===== src/include/touch_engine_pkg.sv =====
// Constants, field layouts and types of the resistive touch engine
package touch_engine_pkg;
    localparam int CLK_HZ = 40_000_000;
    localparam int CLK_MHZ = CLK_HZ / 1_000_000;
    localparam int ADC_W = 10;
    localparam int FRAC_BITS = 16;
    localparam int SCREEN_LSB = 16;
    // Acquisition mode field encodings
    localparam logic [1:0] MODE_OFF = 2'h0;
    localparam logic [1:0] MODE_SINGLE = 2'h1;
    localparam logic [1:0] MODE_FRAME = 2'h2;
    localparam logic [1:0] MODE_CONT = 2'h3;
    localparam logic [1:0] MODE_RESET = MODE_OFF;
    // Continuous mode repeat time, about one thousand per second
    localparam int CONT_PERIOD_US = 1000;
    localparam int CONT_PERIOD_CYC = CONT_PERIOD_US * CLK_MHZ;
    // Panel settle time after switching axes, rounded up
    localparam int SETTLE_NS = 2000;
    localparam int SETTLE_CYC = (SETTLE_NS * CLK_MHZ + 999) / 1000;
    // Result values shown while untouched and after reset, and the raw coordinate maximum
    localparam logic [15:0] RAW_IDLE = 16'hFFFF;
    localparam logic [15:0] SCREEN_IDLE = 16'h8000;
    localparam logic [15:0] RZ_IDLE = 16'h7FFF;
    localparam logic [15:0] RAW_MAX = 16'h03FF;
    localparam logic [7:0] TAG_RESET = 8'h00;
    // Measurement phases; the mux code equals the phase
    localparam logic [1:0] PH_X = 2'h0;
    localparam logic [1:0] PH_Y = 2'h1;
    localparam logic [1:0] PH_Z1 = 2'h2;
    localparam logic [1:0] PH_Z2 = 2'h3;

    typedef struct packed {
        logic [15:0] x;
        logic [15:0] y;
    } xy_pair_t;

    typedef struct packed {
        logic signed [31:0] a;
        logic signed [31:0] b;
        logic signed [31:0] c;
        logic signed [31:0] d;
        logic signed [31:0] e;
        logic signed [31:0] f;
    } transform_t;

    typedef struct packed {
        logic xp_high;
        logic xm_low;
        logic yp_high;
        logic ym_low;
    } switch_t;

    typedef enum logic [5:0] {
        ST_IDLE = 6'b000001,
        ST_SETTLE = 6'b000010,
        ST_CONV = 6'b000100,
        ST_WAIT = 6'b001000,
        ST_CALC = 6'b010000,
        ST_POST = 6'b100000
    } acq_state_t;
endpackage


===== src/hdl/resistive_touch_engine.sv =====
// Resistive touch engine: acquisition sequencer, transform, pressure and tag capture
`timescale 1ns/1ps
// Functional notes
// - Mode 0 stops acquisition, detection still signalled
// - Mode 1: one acquisition per write of 1
// - Mode 2: one acquisition per frame sync
// - Mode 3: acquire continuously, about 1000 per second
// - Engine drives switches, mux, ADC; posts results
// - Raw X and Y range 0 to 1023
// - Untouched raw halves read 65535
// - Six coefficients map raw to screen coordinates
// - Untouched screen halves read -32768
// - Touched screen point looked up for 8-bit tag
// - Hold coordinate pair used for tag lookup
// - Pressure lower when harder; 32767 untouched
// - Touch accepted only beyond force threshold
// - Acquire and update raw, screen and pressure only in active state
module resistive_touch_engine #(
    parameter int CONT_CYC = touch_engine_pkg::CONT_PERIOD_CYC
) (
    input wire logic clk_i,
    input wire logic rst_n_i,
    input wire logic mode_wr_i,
    input wire logic [1:0] mode_wdata_i,
    output logic [1:0] mode_o,
    input wire logic active_i,
    input wire logic frame_sync_i,
    input wire touch_engine_pkg::transform_t transform_i,
    input wire logic [15:0] threshold_i,
    input wire logic pen_i,
    output logic touch_detect_o,
    output touch_engine_pkg::switch_t switch_o,
    output logic [1:0] mux_sel_o,
    output logic adc_start_o,
    input wire logic adc_done_i,
    input wire logic [touch_engine_pkg::ADC_W-1:0] adc_data_i,
    output logic tag_req_o,
    input wire logic tag_valid_i,
    input wire logic [7:0] tag_i,
    output logic [7:0] tag_o,
    output touch_engine_pkg::xy_pair_t raw_coordinate_pair_o,
    output touch_engine_pkg::xy_pair_t screen_coordinate_pair_o,
    output touch_engine_pkg::xy_pair_t lookup_coordinate_pair_o,
    output logic [15:0] contact_pressure_value_o,
    output logic busy_o
);
    import touch_engine_pkg::*;
    localparam int PW = $clog2(CONT_CYC + 1);
    localparam int SW = $clog2(SETTLE_CYC + 1);
    localparam logic [PW-1:0] CONT_RELOAD = PW'(CONT_CYC - 1);
    localparam logic [SW-1:0] SETTLE_RELOAD = SW'(SETTLE_CYC - 1);
    // Pen comparator is asynchronous: three stages, accept when last two agree
    logic pen_s1_q, pen_s2_q, pen_s3_q, pen_q, pen_d;
    always_comb
    begin
        pen_d = (pen_s2_q == pen_s3_q) ? pen_s3_q : pen_q;
    end
    always_ff @(posedge clk_i or negedge rst_n_i)
    begin
        if (!rst_n_i)
        begin
            pen_s1_q <= 1'b0;
            pen_s2_q <= 1'b0;
            pen_s3_q <= 1'b0;
            pen_q <= 1'b0;
        end
        else
        begin
            pen_s1_q <= pen_i;
            pen_s2_q <= pen_s1_q;
            pen_s3_q <= pen_s2_q;
            pen_q <= pen_d;
        end
    end
    // Detection is independent of the mode, so it stays valid in mode 0
    assign touch_detect_o = pen_q;
    // Control group
    acq_state_t state_q, state_d;
    logic [1:0] mode_q, mode_d, phase_q, phase_d;
    logic single_pend_q, single_pend_d, frame_pend_q, frame_pend_d;
    logic [PW-1:0] period_q, period_d;
    logic [SW-1:0] settle_q, settle_d;
    logic [ADC_W-1:0] samp_q [4];
    logic [ADC_W-1:0] samp_d [4];
    logic start_acq;
    always_comb
    begin
        state_d = state_q;
        mode_d = mode_q;
        phase_d = phase_q;
        single_pend_d = single_pend_q;
        frame_pend_d = frame_pend_q;
        period_d = (period_q != '0) ? period_q - 1'b1 : period_q;
        settle_d = settle_q;
        samp_d = samp_q;
        start_acq = 1'b0;
        if (state_q == ST_IDLE && active_i)
            unique case (mode_q)
                MODE_OFF: start_acq = 1'b0;
                MODE_SINGLE: start_acq = single_pend_q;
                MODE_FRAME: start_acq = frame_pend_q;
                MODE_CONT: start_acq = (period_q == '0);
            endcase
        if (start_acq)
        begin
            single_pend_d = 1'b0;
            frame_pend_d = 1'b0;
            period_d = CONT_RELOAD;
            phase_d = PH_X;
            settle_d = SETTLE_RELOAD;
            state_d = ST_SETTLE;
        end
        // Set wins over the clear made by a start in the same cycle
        if (frame_sync_i && mode_q == MODE_FRAME)
            frame_pend_d = 1'b1;
        if (mode_wr_i)
        begin
            mode_d = mode_wdata_i;
            single_pend_d = (mode_wdata_i == MODE_SINGLE);
            if (mode_wdata_i != MODE_FRAME)
                frame_pend_d = 1'b0;
        end
        unique case (state_q)
            ST_IDLE: ;
            ST_SETTLE:
            begin
                if (settle_q == '0)
                    state_d = ST_CONV;
                else
                    settle_d = settle_q - 1'b1;
            end
            ST_CONV: state_d = ST_WAIT;
            ST_WAIT:
            begin
                if (adc_done_i)
                begin
                    samp_d[phase_q] = adc_data_i;
                    if (phase_q == PH_Z2)
                        state_d = ST_CALC;
                    else
                    begin
                        phase_d = phase_q + 1'b1;
                        settle_d = SETTLE_RELOAD;
                        state_d = ST_SETTLE;
                    end
                end
            end
            ST_CALC: state_d = ST_POST;
            ST_POST: state_d = ST_IDLE;
        endcase
        // Leaving the active state abandons the acquisition in flight
        if (!active_i && state_q != ST_IDLE)
            state_d = ST_IDLE;
    end
    always_ff @(posedge clk_i or negedge rst_n_i)
    begin
        if (!rst_n_i)
        begin
            state_q <= ST_IDLE;
            mode_q <= MODE_RESET;
            phase_q <= PH_X;
            single_pend_q <= 1'b0;
            frame_pend_q <= 1'b0;
            period_q <= '0;
            settle_q <= '0;
            samp_q <= '{default: '0};
        end
        else
        begin
            state_q <= state_d;
            mode_q <= mode_d;
            phase_q <= phase_d;
            single_pend_q <= single_pend_d;
            frame_pend_q <= frame_pend_d;
            period_q <= period_d;
            settle_q <= settle_d;
            samp_q <= samp_d;
        end
    end
    // Axis drive per phase: X plate for X, Y plate for Y, Y+ to X- for pressure
    always_comb
    begin
        switch_o = '0;
        if (state_q == ST_SETTLE || state_q == ST_CONV || state_q == ST_WAIT)
            unique case (phase_q)
                PH_X: switch_o = '{xp_high: 1'b1, xm_low: 1'b1, yp_high: 1'b0, ym_low: 1'b0};
                PH_Y: switch_o = '{xp_high: 1'b0, xm_low: 1'b0, yp_high: 1'b1, ym_low: 1'b1};
                PH_Z1, PH_Z2:
                    switch_o = '{xp_high: 1'b0, xm_low: 1'b1, yp_high: 1'b1, ym_low: 1'b0};
            endcase
    end
    assign mux_sel_o = phase_q;
    assign adc_start_o = (state_q == ST_CONV);
    assign mode_o = mode_q;
    assign busy_o = (state_q != ST_IDLE);
    // Transform, kept wide so no partial sum can overflow
    logic signed [ADC_W:0] xs, ys;
    logic signed [44:0] sx, sy;
    logic [15:0] rz_calc;
    logic touched;
    always_comb
    begin
        xs = $signed({1'b0, samp_q[PH_X]});
        ys = $signed({1'b0, samp_q[PH_Y]});
        sx = 45'(transform_i.a * xs) + 45'(transform_i.b * ys) + 45'(transform_i.c);
        sy = 45'(transform_i.d * xs) + 45'(transform_i.e * ys) + 45'(transform_i.f);
        // Z2-Z1 shrinks as contact resistance falls, so harder reads lower
        rz_calc = (samp_q[PH_Z2] > samp_q[PH_Z1]) ?
            16'(samp_q[PH_Z2] - samp_q[PH_Z1]) : 16'h0000;
        touched = pen_q && (rz_calc < threshold_i);
    end
    // Result group
    xy_pair_t raw_q, raw_d, scr_q, scr_d, calc_q, calc_d, look_q, look_d;
    logic [15:0] rz_q, rz_d, rzc_q, rzc_d;
    logic [7:0] tag_q, tag_d;
    logic touched_q, touched_d, tag_req_q, tag_req_d;
    logic post_en;
    assign post_en = (state_q == ST_POST) && active_i;
    always_comb
    begin
        raw_d = raw_q;
        scr_d = scr_q;
        calc_d = calc_q;
        look_d = look_q;
        rz_d = rz_q;
        rzc_d = rzc_q;
        tag_d = tag_q;
        touched_d = touched_q;
        tag_req_d = 1'b0;
        if (state_q == ST_CALC)
        begin
            touched_d = touched;
            calc_d = '{x: sx[FRAC_BITS+15:FRAC_BITS], y: sy[FRAC_BITS+15:FRAC_BITS]};
            rzc_d = rz_calc;
        end
        if (post_en)
            if (touched_q)
            begin
                raw_d = '{x: 16'(samp_q[PH_X]), y: 16'(samp_q[PH_Y])};
                scr_d = calc_q;
                rz_d = rzc_q;
                tag_req_d = 1'b1;
            end
            else
            begin
                raw_d = '{x: RAW_IDLE, y: RAW_IDLE};
                scr_d = '{x: SCREEN_IDLE, y: SCREEN_IDLE};
                rz_d = RZ_IDLE;
            end
        // Lookup takes a frame; the point it used is kept beside its tag
        if (tag_req_q)
            look_d = scr_q;
        if (tag_valid_i)
            tag_d = tag_i;
    end
    always_ff @(posedge clk_i or negedge rst_n_i)
    begin
        if (!rst_n_i)
        begin
            raw_q <= '{x: RAW_IDLE, y: RAW_IDLE};
            scr_q <= '{x: SCREEN_IDLE, y: SCREEN_IDLE};
            calc_q <= '{x: SCREEN_IDLE, y: SCREEN_IDLE};
            look_q <= '{x: SCREEN_IDLE, y: SCREEN_IDLE};
            rz_q <= RZ_IDLE;
            rzc_q <= RZ_IDLE;
            tag_q <= TAG_RESET;
            touched_q <= 1'b0;
            tag_req_q <= 1'b0;
        end
        else
        begin
            raw_q <= raw_d;
            scr_q <= scr_d;
            calc_q <= calc_d;
            look_q <= look_d;
            rz_q <= rz_d;
            rzc_q <= rzc_d;
            tag_q <= tag_d;
            touched_q <= touched_d;
            tag_req_q <= tag_req_d;
        end
    end
    assign raw_coordinate_pair_o = raw_q;
    assign screen_coordinate_pair_o = scr_q;
    assign lookup_coordinate_pair_o = look_q;
    assign contact_pressure_value_o = rz_q;
    assign tag_o = tag_q;
    assign tag_req_o = tag_req_q;
endmodule // resistive_touch_engine


===== config.mk =====
export PLATFORM = sky130hd
export DESIGN_NAME = resistive_touch_engine
export DESIGN_NICKNAME = d
export VERILOG_FILES = /design/src/include/touch_engine_pkg.sv /design/src/hdl/resistive_touch_engine.sv
export SDC_FILE = /design/constraint.sdc
export NUM_CORES = 2
export LEC_CHECK = 0
export BUFFER_PORTS_ARGS = -buffer_cell sky130_fd_sc_hd__buf_2
export CAP_MARGIN = 5
export CORE_ASPECT_RATIO = 1.25
export CORE_UTILIZATION = 30
export DETAILED_ROUTE_END_ITERATION = 12
export SYNTH_ARGS = -nofsm -noshare
export SYNTH_HDL_FRONTEND = slang
export SYNTH_SLANG_ARGS = --single-unit

===== constraint.sdc =====
create_clock -name clk_i -period 9.2 [get_ports clk_i]
set_input_delay 1.38 -clock clk_i [delete_from_list [all_inputs] [get_ports clk_i]]
set_output_delay 1.38 -clock clk_i [all_outputs]
set_load 0.02 [all_outputs]

# Yosys cells after proc, flatten, opt, wreduce, memory -nomap -nowiden

Index checks and enable logic that the tools add are counted.

Bits in registers: 249
Latch bits: 0
Bits in writable memories: 0
ROM bits: 0
Bits of input ports: 236
Output and inout bits: 132
Word-level logic and storage cells: 115
Memories: 0

Add/sub/neg operators: 8
Multipliers: 4
Div/mod/pow operators: 0
Order comparisons: 4
Equal/unequal tests: 16
Shift-type cells: 0
Muxes and demuxes: 36
Bitwise gates (word level): 1
Reduce and logical (&&, ||, !) cells: 18

Operators with widths:

| operator                                                              | count |
|---|---|
| 32-bit adder                                                          | 4 |
| 32-bit by 11-bit multiplier with 32-bit output                        | 4 |
| 16-bit two-way mux                                                    | 4 |
| 32-bit two-way mux                                                    | 2 |
| 40-bit bitwise mux                                                    | 1 |
| 6-bit one-hot mux with 5 select lines                                 | 1 |
| 7-bit two-way mux                                                     | 4 |
| 6-bit two-way mux                                                     | 4 |
| 10-bit demux with 2-bit select                                        | 1 |
| 16-bit logical NOT                                                    | 1 |
| 16-bit < comparator                                                   | 1 |
| 16-bit nonzero test                                                   | 1 |
| 16-bit by 1-bit subtractor with 16-bit output, second input constant  | 1 |
| 7-bit one-hot mux with 2 select lines                                 | 1 |
| 4-bit one-hot mux with 3 select lines                                 | 1 |
| 10-bit by 10-bit subtractor with 11-bit output                        | 1 |
| 10-bit greater-than comparator                                        | 1 |
| 10-bit two-way mux                                                    | 1 |
| 1-bit two-way mux                                                     | 9 |
| 2-bit equality test, second input constant                            | 4 |
| 2-bit two-way mux                                                     | 4 |
| 7-bit logical NOT                                                     | 1 |
| 7-bit by 1-bit subtractor with 7-bit output, second input constant    | 1 |
| 2-bit by 1-bit equality test with 1-bit output, second input constant | 3 |
| other kinds (23)                                                      | 31 |

# Longest topological paths before layout

Depth after elaboration: 7
Depth in mapped cells: 28
Gate-level depth less buffers: 24

# Worst setup path after synthesis

OpenSTA, ideal clock, no wires.

Path kind: input port to flip-flop
Start: in transform_i[69] (netlist name)
End: reg calc_q[12] (netlist name)
Library setup time: 0.095 ns
Arrival time: 7.269 ns
Required time: 9.105 ns
Path slack: 1.836 ns
Cell stages on the path: 22
Path buffers: 1
Cell sequence: clkbuf_1 > and2_1 > fa_1 > inv_1 > fa_1 > fa_1 > inv_1 > fa_1 > fa_1 > fa_1 > inv_1 > fa_1 > inv_1 > ha_1 > a211oi_1 > nand2_1 > a2111oi_0 > a211o_1 > a311o_1 > a21oi_1 > o21a_1 > o31ai_1

Longest elaborated chain between the ends: 3

RTL lines:

| element                                        | RTL line                      | RTL |
|---|---|---|
| start: declaration                             | resistive_touch_engine.sv:28  | `input wire touch_engine_pkg::transform_t transform_i,` |
| 32-bit by 11-bit multiplier with 32-bit output | resistive_touch_engine.sv:206 | `sy = 45'(transform_i.d * xs) + 45'(transform_i.e * ys) + 45'(transform_i.f);` |
| 32-bit adder (2 in series)                     | resistive_touch_engine.sv:206 |  |
| end signal: assignment                         | resistive_touch_engine.sv:262 | `calc_q <= '{x: SCREEN_IDLE, y: SCREEN_IDLE};` |
| end signal: assignment                         | resistive_touch_engine.sv:274 | `calc_q <= calc_d;` |
| end: declaration                               | resistive_touch_engine.sv:213 | `xy_pair_t raw_q, raw_d, scr_q, scr_d, calc_q, calc_d, look_q, look_d;` |

No other way between the ends.
A chain may end at the register's enable or synchronous reset.

# Final worst setup path

Start: reg samp_q[34] (netlist name)
End: reg calc_q[15] (netlist name)

Longest elaborated chain between the ends: 3

RTL lines:

| element                                        | RTL line                      | RTL |
|---|---|---|
| start: declaration                             | resistive_touch_engine.sv:83  | `logic [ADC_W-1:0] samp_q [4];` |
| start signal: assignment                       | resistive_touch_engine.sv:177 | `samp_q <= samp_d;` |
| 32-bit by 11-bit multiplier with 32-bit output | resistive_touch_engine.sv:206 |  |
| 32-bit adder (2 in series)                     | resistive_touch_engine.sv:206 |  |

No other way between the ends.

==> out/results.tsv <==
metric	value	unit
status	finished, final reports clean	
grt_pass1_wl	211100	um
synth.largest_area_cell	fa_1	
synth_top_area_share	43.37	%
p_leak	24.16	nW
worstMarginPinSlew	1.252	ns
timing.final.crit_share	88.47	%
wl	134300	um
syn_area	44360	um^2
syn_area_per_cell	9.257	um^2
ys_seq_area_share	13.12	%
drt_pass1_iterations	5	
synth_edf_count	0	
core	146500	um^2
relSlewSlack	16.52	%
drive_gt1_share	12.42	%
die_x	345.9	um
tns	0	ns
layout.nets	6428	
setup_ws	1.060	ns
ant_nets	0	
cts_tree	built	
power_density	126.2	nW/um^2
port_buffers	367	
rsz0062_at_grt	false	
synthArstFlopShare	100.0	%
ys_types	68	
drtIter0Drc	1681	
path_common_cell	fa_1	
max_stage_delay	0.91	ns
grt_max_degree	139	
cts_setup_buffers	0	
die_height	431.9	um
cap_violations	0	
cts_buffers	24	
cts.clk_slew.worst_paths	0.07	ns
fmax	122.9	MHz
slowest_stage	dfrtp_2	
worstSetupPathType	reg2reg	
finalHoldViolations	0	
dieArea	149400	um^2
yosys-top-cells-area	fa_1, dfrtp_1, inv_1	
finClkSkew	0.02536	ns
cts_sinks	230	
cts_root_buf	clkbuf_16	
synth_fp_nets	6263	
clock_path_buffers	3	
ir_drop	0.0001546	V
slew_violations	0	
grt_pass1_vias	35530	
hold_path_class	reg2reg	
ys.flop_type	dfrtp_1	
insertion_delay	0.56	ns
syn_to_final_growth	10.03	%
fin_crit	8.140	ns
yosys_warnings	0	
pre_cts_ws	0.8741	ns
num_rows	157	
grt_overflow	0	
grt_usage	18.47	%
cts_resized	0	
critical_path_peak_fanout	30	
final_common_cell	inv_1	
place_hpwl	112400	um
worstPathRequired	9.66	ns
crit_arrival	8.60	ns
antenna_found_initial	64	
vias	32120	
htreeDepth	1	
ys_ff_latch	230	
setup_viol	0	
syn_inst	4792	
crit_path_start_kind	flip-flop	
drc	0	
ioPinCount	368	
initial_core_util	30.27	%
final_cell_mix	inv_1, fa_1, nand2_1	
vias_per_cell	4.656	
cp_cell_sequence	buf_4 > and2_1 > fa_1 > fa_1 > inv_1 > fa_1 > inv_1 > fa_1 > fa_1 > fa_1 > inv_1 > fa_1 > inv_1 > ha_1 > a211oi_1 > nand2_1 > a2111oi_0 > buf_4 > a211o_1 > nand2_1 > a311oi_1 > xnor2_1 > o21ai_0	
hold_buffers	0	
detail_route.wl_per_cell	19.48	um
gp_congestion	0.8649	
crit_path_end_kind	flip-flop	
[power breakdown]
| group | internal (mW) | switching, mW |
|---|---|---|
| clock | 0.642 | 0.468 |
| combinational | 1.54 | 2.25 |
| sequential | 1.09 | 0.170 |
[routing by layer]
metal	global-route usage, %	share of wire [%]
met3	2.838	5.8
met4	4.335	2.3
met2	33.40	52
met1	22.93	40
met5	0	0.31
[cell families after synthesis]
| logic type | synth area share [%] |
|---|---|
| multiplexers | 2.206 |
| buffers and inverters | 11.75 |
| AO/OA/AOI/OAI | 3.692 |
| adder cells (fa/ha/maj) | 51.12 |
| AND/OR/NAND/NOR | 15.71 |
| flip-flops | 13.12 |
| XOR/XNOR | 2.409 |
[worst max-delay path, delay by kind of cell, from the launching register on]
| kind | cells | cell delay, ns |
|---|---|---|
| adder cells (fa/ha/maj) | 8 | 3.67 |
| AO/OA/AOI/OAI | 5 | 1.74 |
| buffers and inverters | 6 | 0.99 |
| flip-flops | 1 | 0.91 |
| AND/OR/NAND/NOR | 3 | 0.50 |
| XOR/XNOR | 1 | 0.20 |
[synthesized netlist by cell type (all sizes together), types with 2 or more instances]
cell / count
nand2: 852
o221ai: 2
inv: 1101
nand4: 10
dfrtp: 180
o21bai: 2
o31ai: 17
and3: 4
nand3b: 4
nand3: 17
ha: 274
a2111oi: 3
nor3b: 5
mux2: 86
xnor2: 91
dfstp: 50
nor2b: 11
a21oi: 39
clkbuf: 224
a211o: 4
o41ai: 4
nor2: 73
a31oi: 10
and4: 2
a221oi: 3
fa: 961
a211oi: 14
or3: 6
nand2b: 10
a21o: 29
xor2: 31
and2: 445
o21a: 10
nor3: 23
nor4: 8
o21ai: 107
buf: 45
or2: 4
or4: 4
a21boi: 4
o22ai: 2
o211ai: 5
[sequential cells by signal, indices dropped and copies added, names as in the netlist, 8 cells and up]
name and count:
tag_o 8, samp_q 40, raw_coordinate_pair_o 21, screen_coordinate_pair_o 32, lookup_coordinate_pair_o 32, rzc_q 12
period_q 16, calc_q 32, contact_pressure_value_o 12
[per-stage QoR]
| stage | std cells | hold slack [ns] | area, um^2 | total power [mW] | utilization [%] |
|---|---|---|---|---|---|
| 6_report | 6897 | 0.3676 | 48810 | 6.159 | 33.31 |
| 5_1_grt | 6891 | 0.3838 | 48790 | 6.776 | 33.30 |
| 4_1_cts | 6883 | 0.3695 | 48770 | 6.237 | 33.28 |
| 3_5_place_dp | 6839 | 0.3448 | 47890 | 5.067 | 32.68 |
| 3_3_place_gp | 6839 | 0.3342 | 47890 | 4.998 | 32.68 |
| 2_1_floorplan | 4792 | 0.3312 | 44360 | 3.911 | - |
[final timing paths]
check / endpoint / start / depth (start not counted) / slack (ns)
worst max-delay path: calc_q[15]$_DFFE_PN1N_ / samp_q[34]$_DFFE_PN0P_ / 23 / 1.06
worst min-delay path: pen_s2_q$_DFF_PN0_ / pen_s1_q$_DFF_PN0_ / 0 / 0.37
worst max register to register: calc_q[15]$_DFFE_PN1N_ / samp_q[34]$_DFFE_PN0P_ / 23 / 1.06
worst min register to register: pen_s2_q$_DFF_PN0_ / pen_s1_q$_DFF_PN0_ / 0 / 0.37
max in group asynchronous: samp_q[21]$_DFFE_PN0P_ / rst_n_i / 2 / 7.05
min in group asynchronous: lookup_coordinate_pair_o[22]$_DFFE_PN0P_ / rst_n_i / 1 / 0.86
[cell type report]
type | instances | area (um^2)
Clock inverter | 14 | 203.9
Sequential cell | 230 | 5844
Antenna cell | 14 | 35.03
Tap cell | 1908 | 2387
Timing Repair Buffer | 408 | 2192
Clock buffer | 30 | 674.4
Fill cell | 15210 | 97740
Multi-Input combinational cell | 3191 | 33330
Inverter | 1102 | 4136
(Power assumes the default switching activity.)
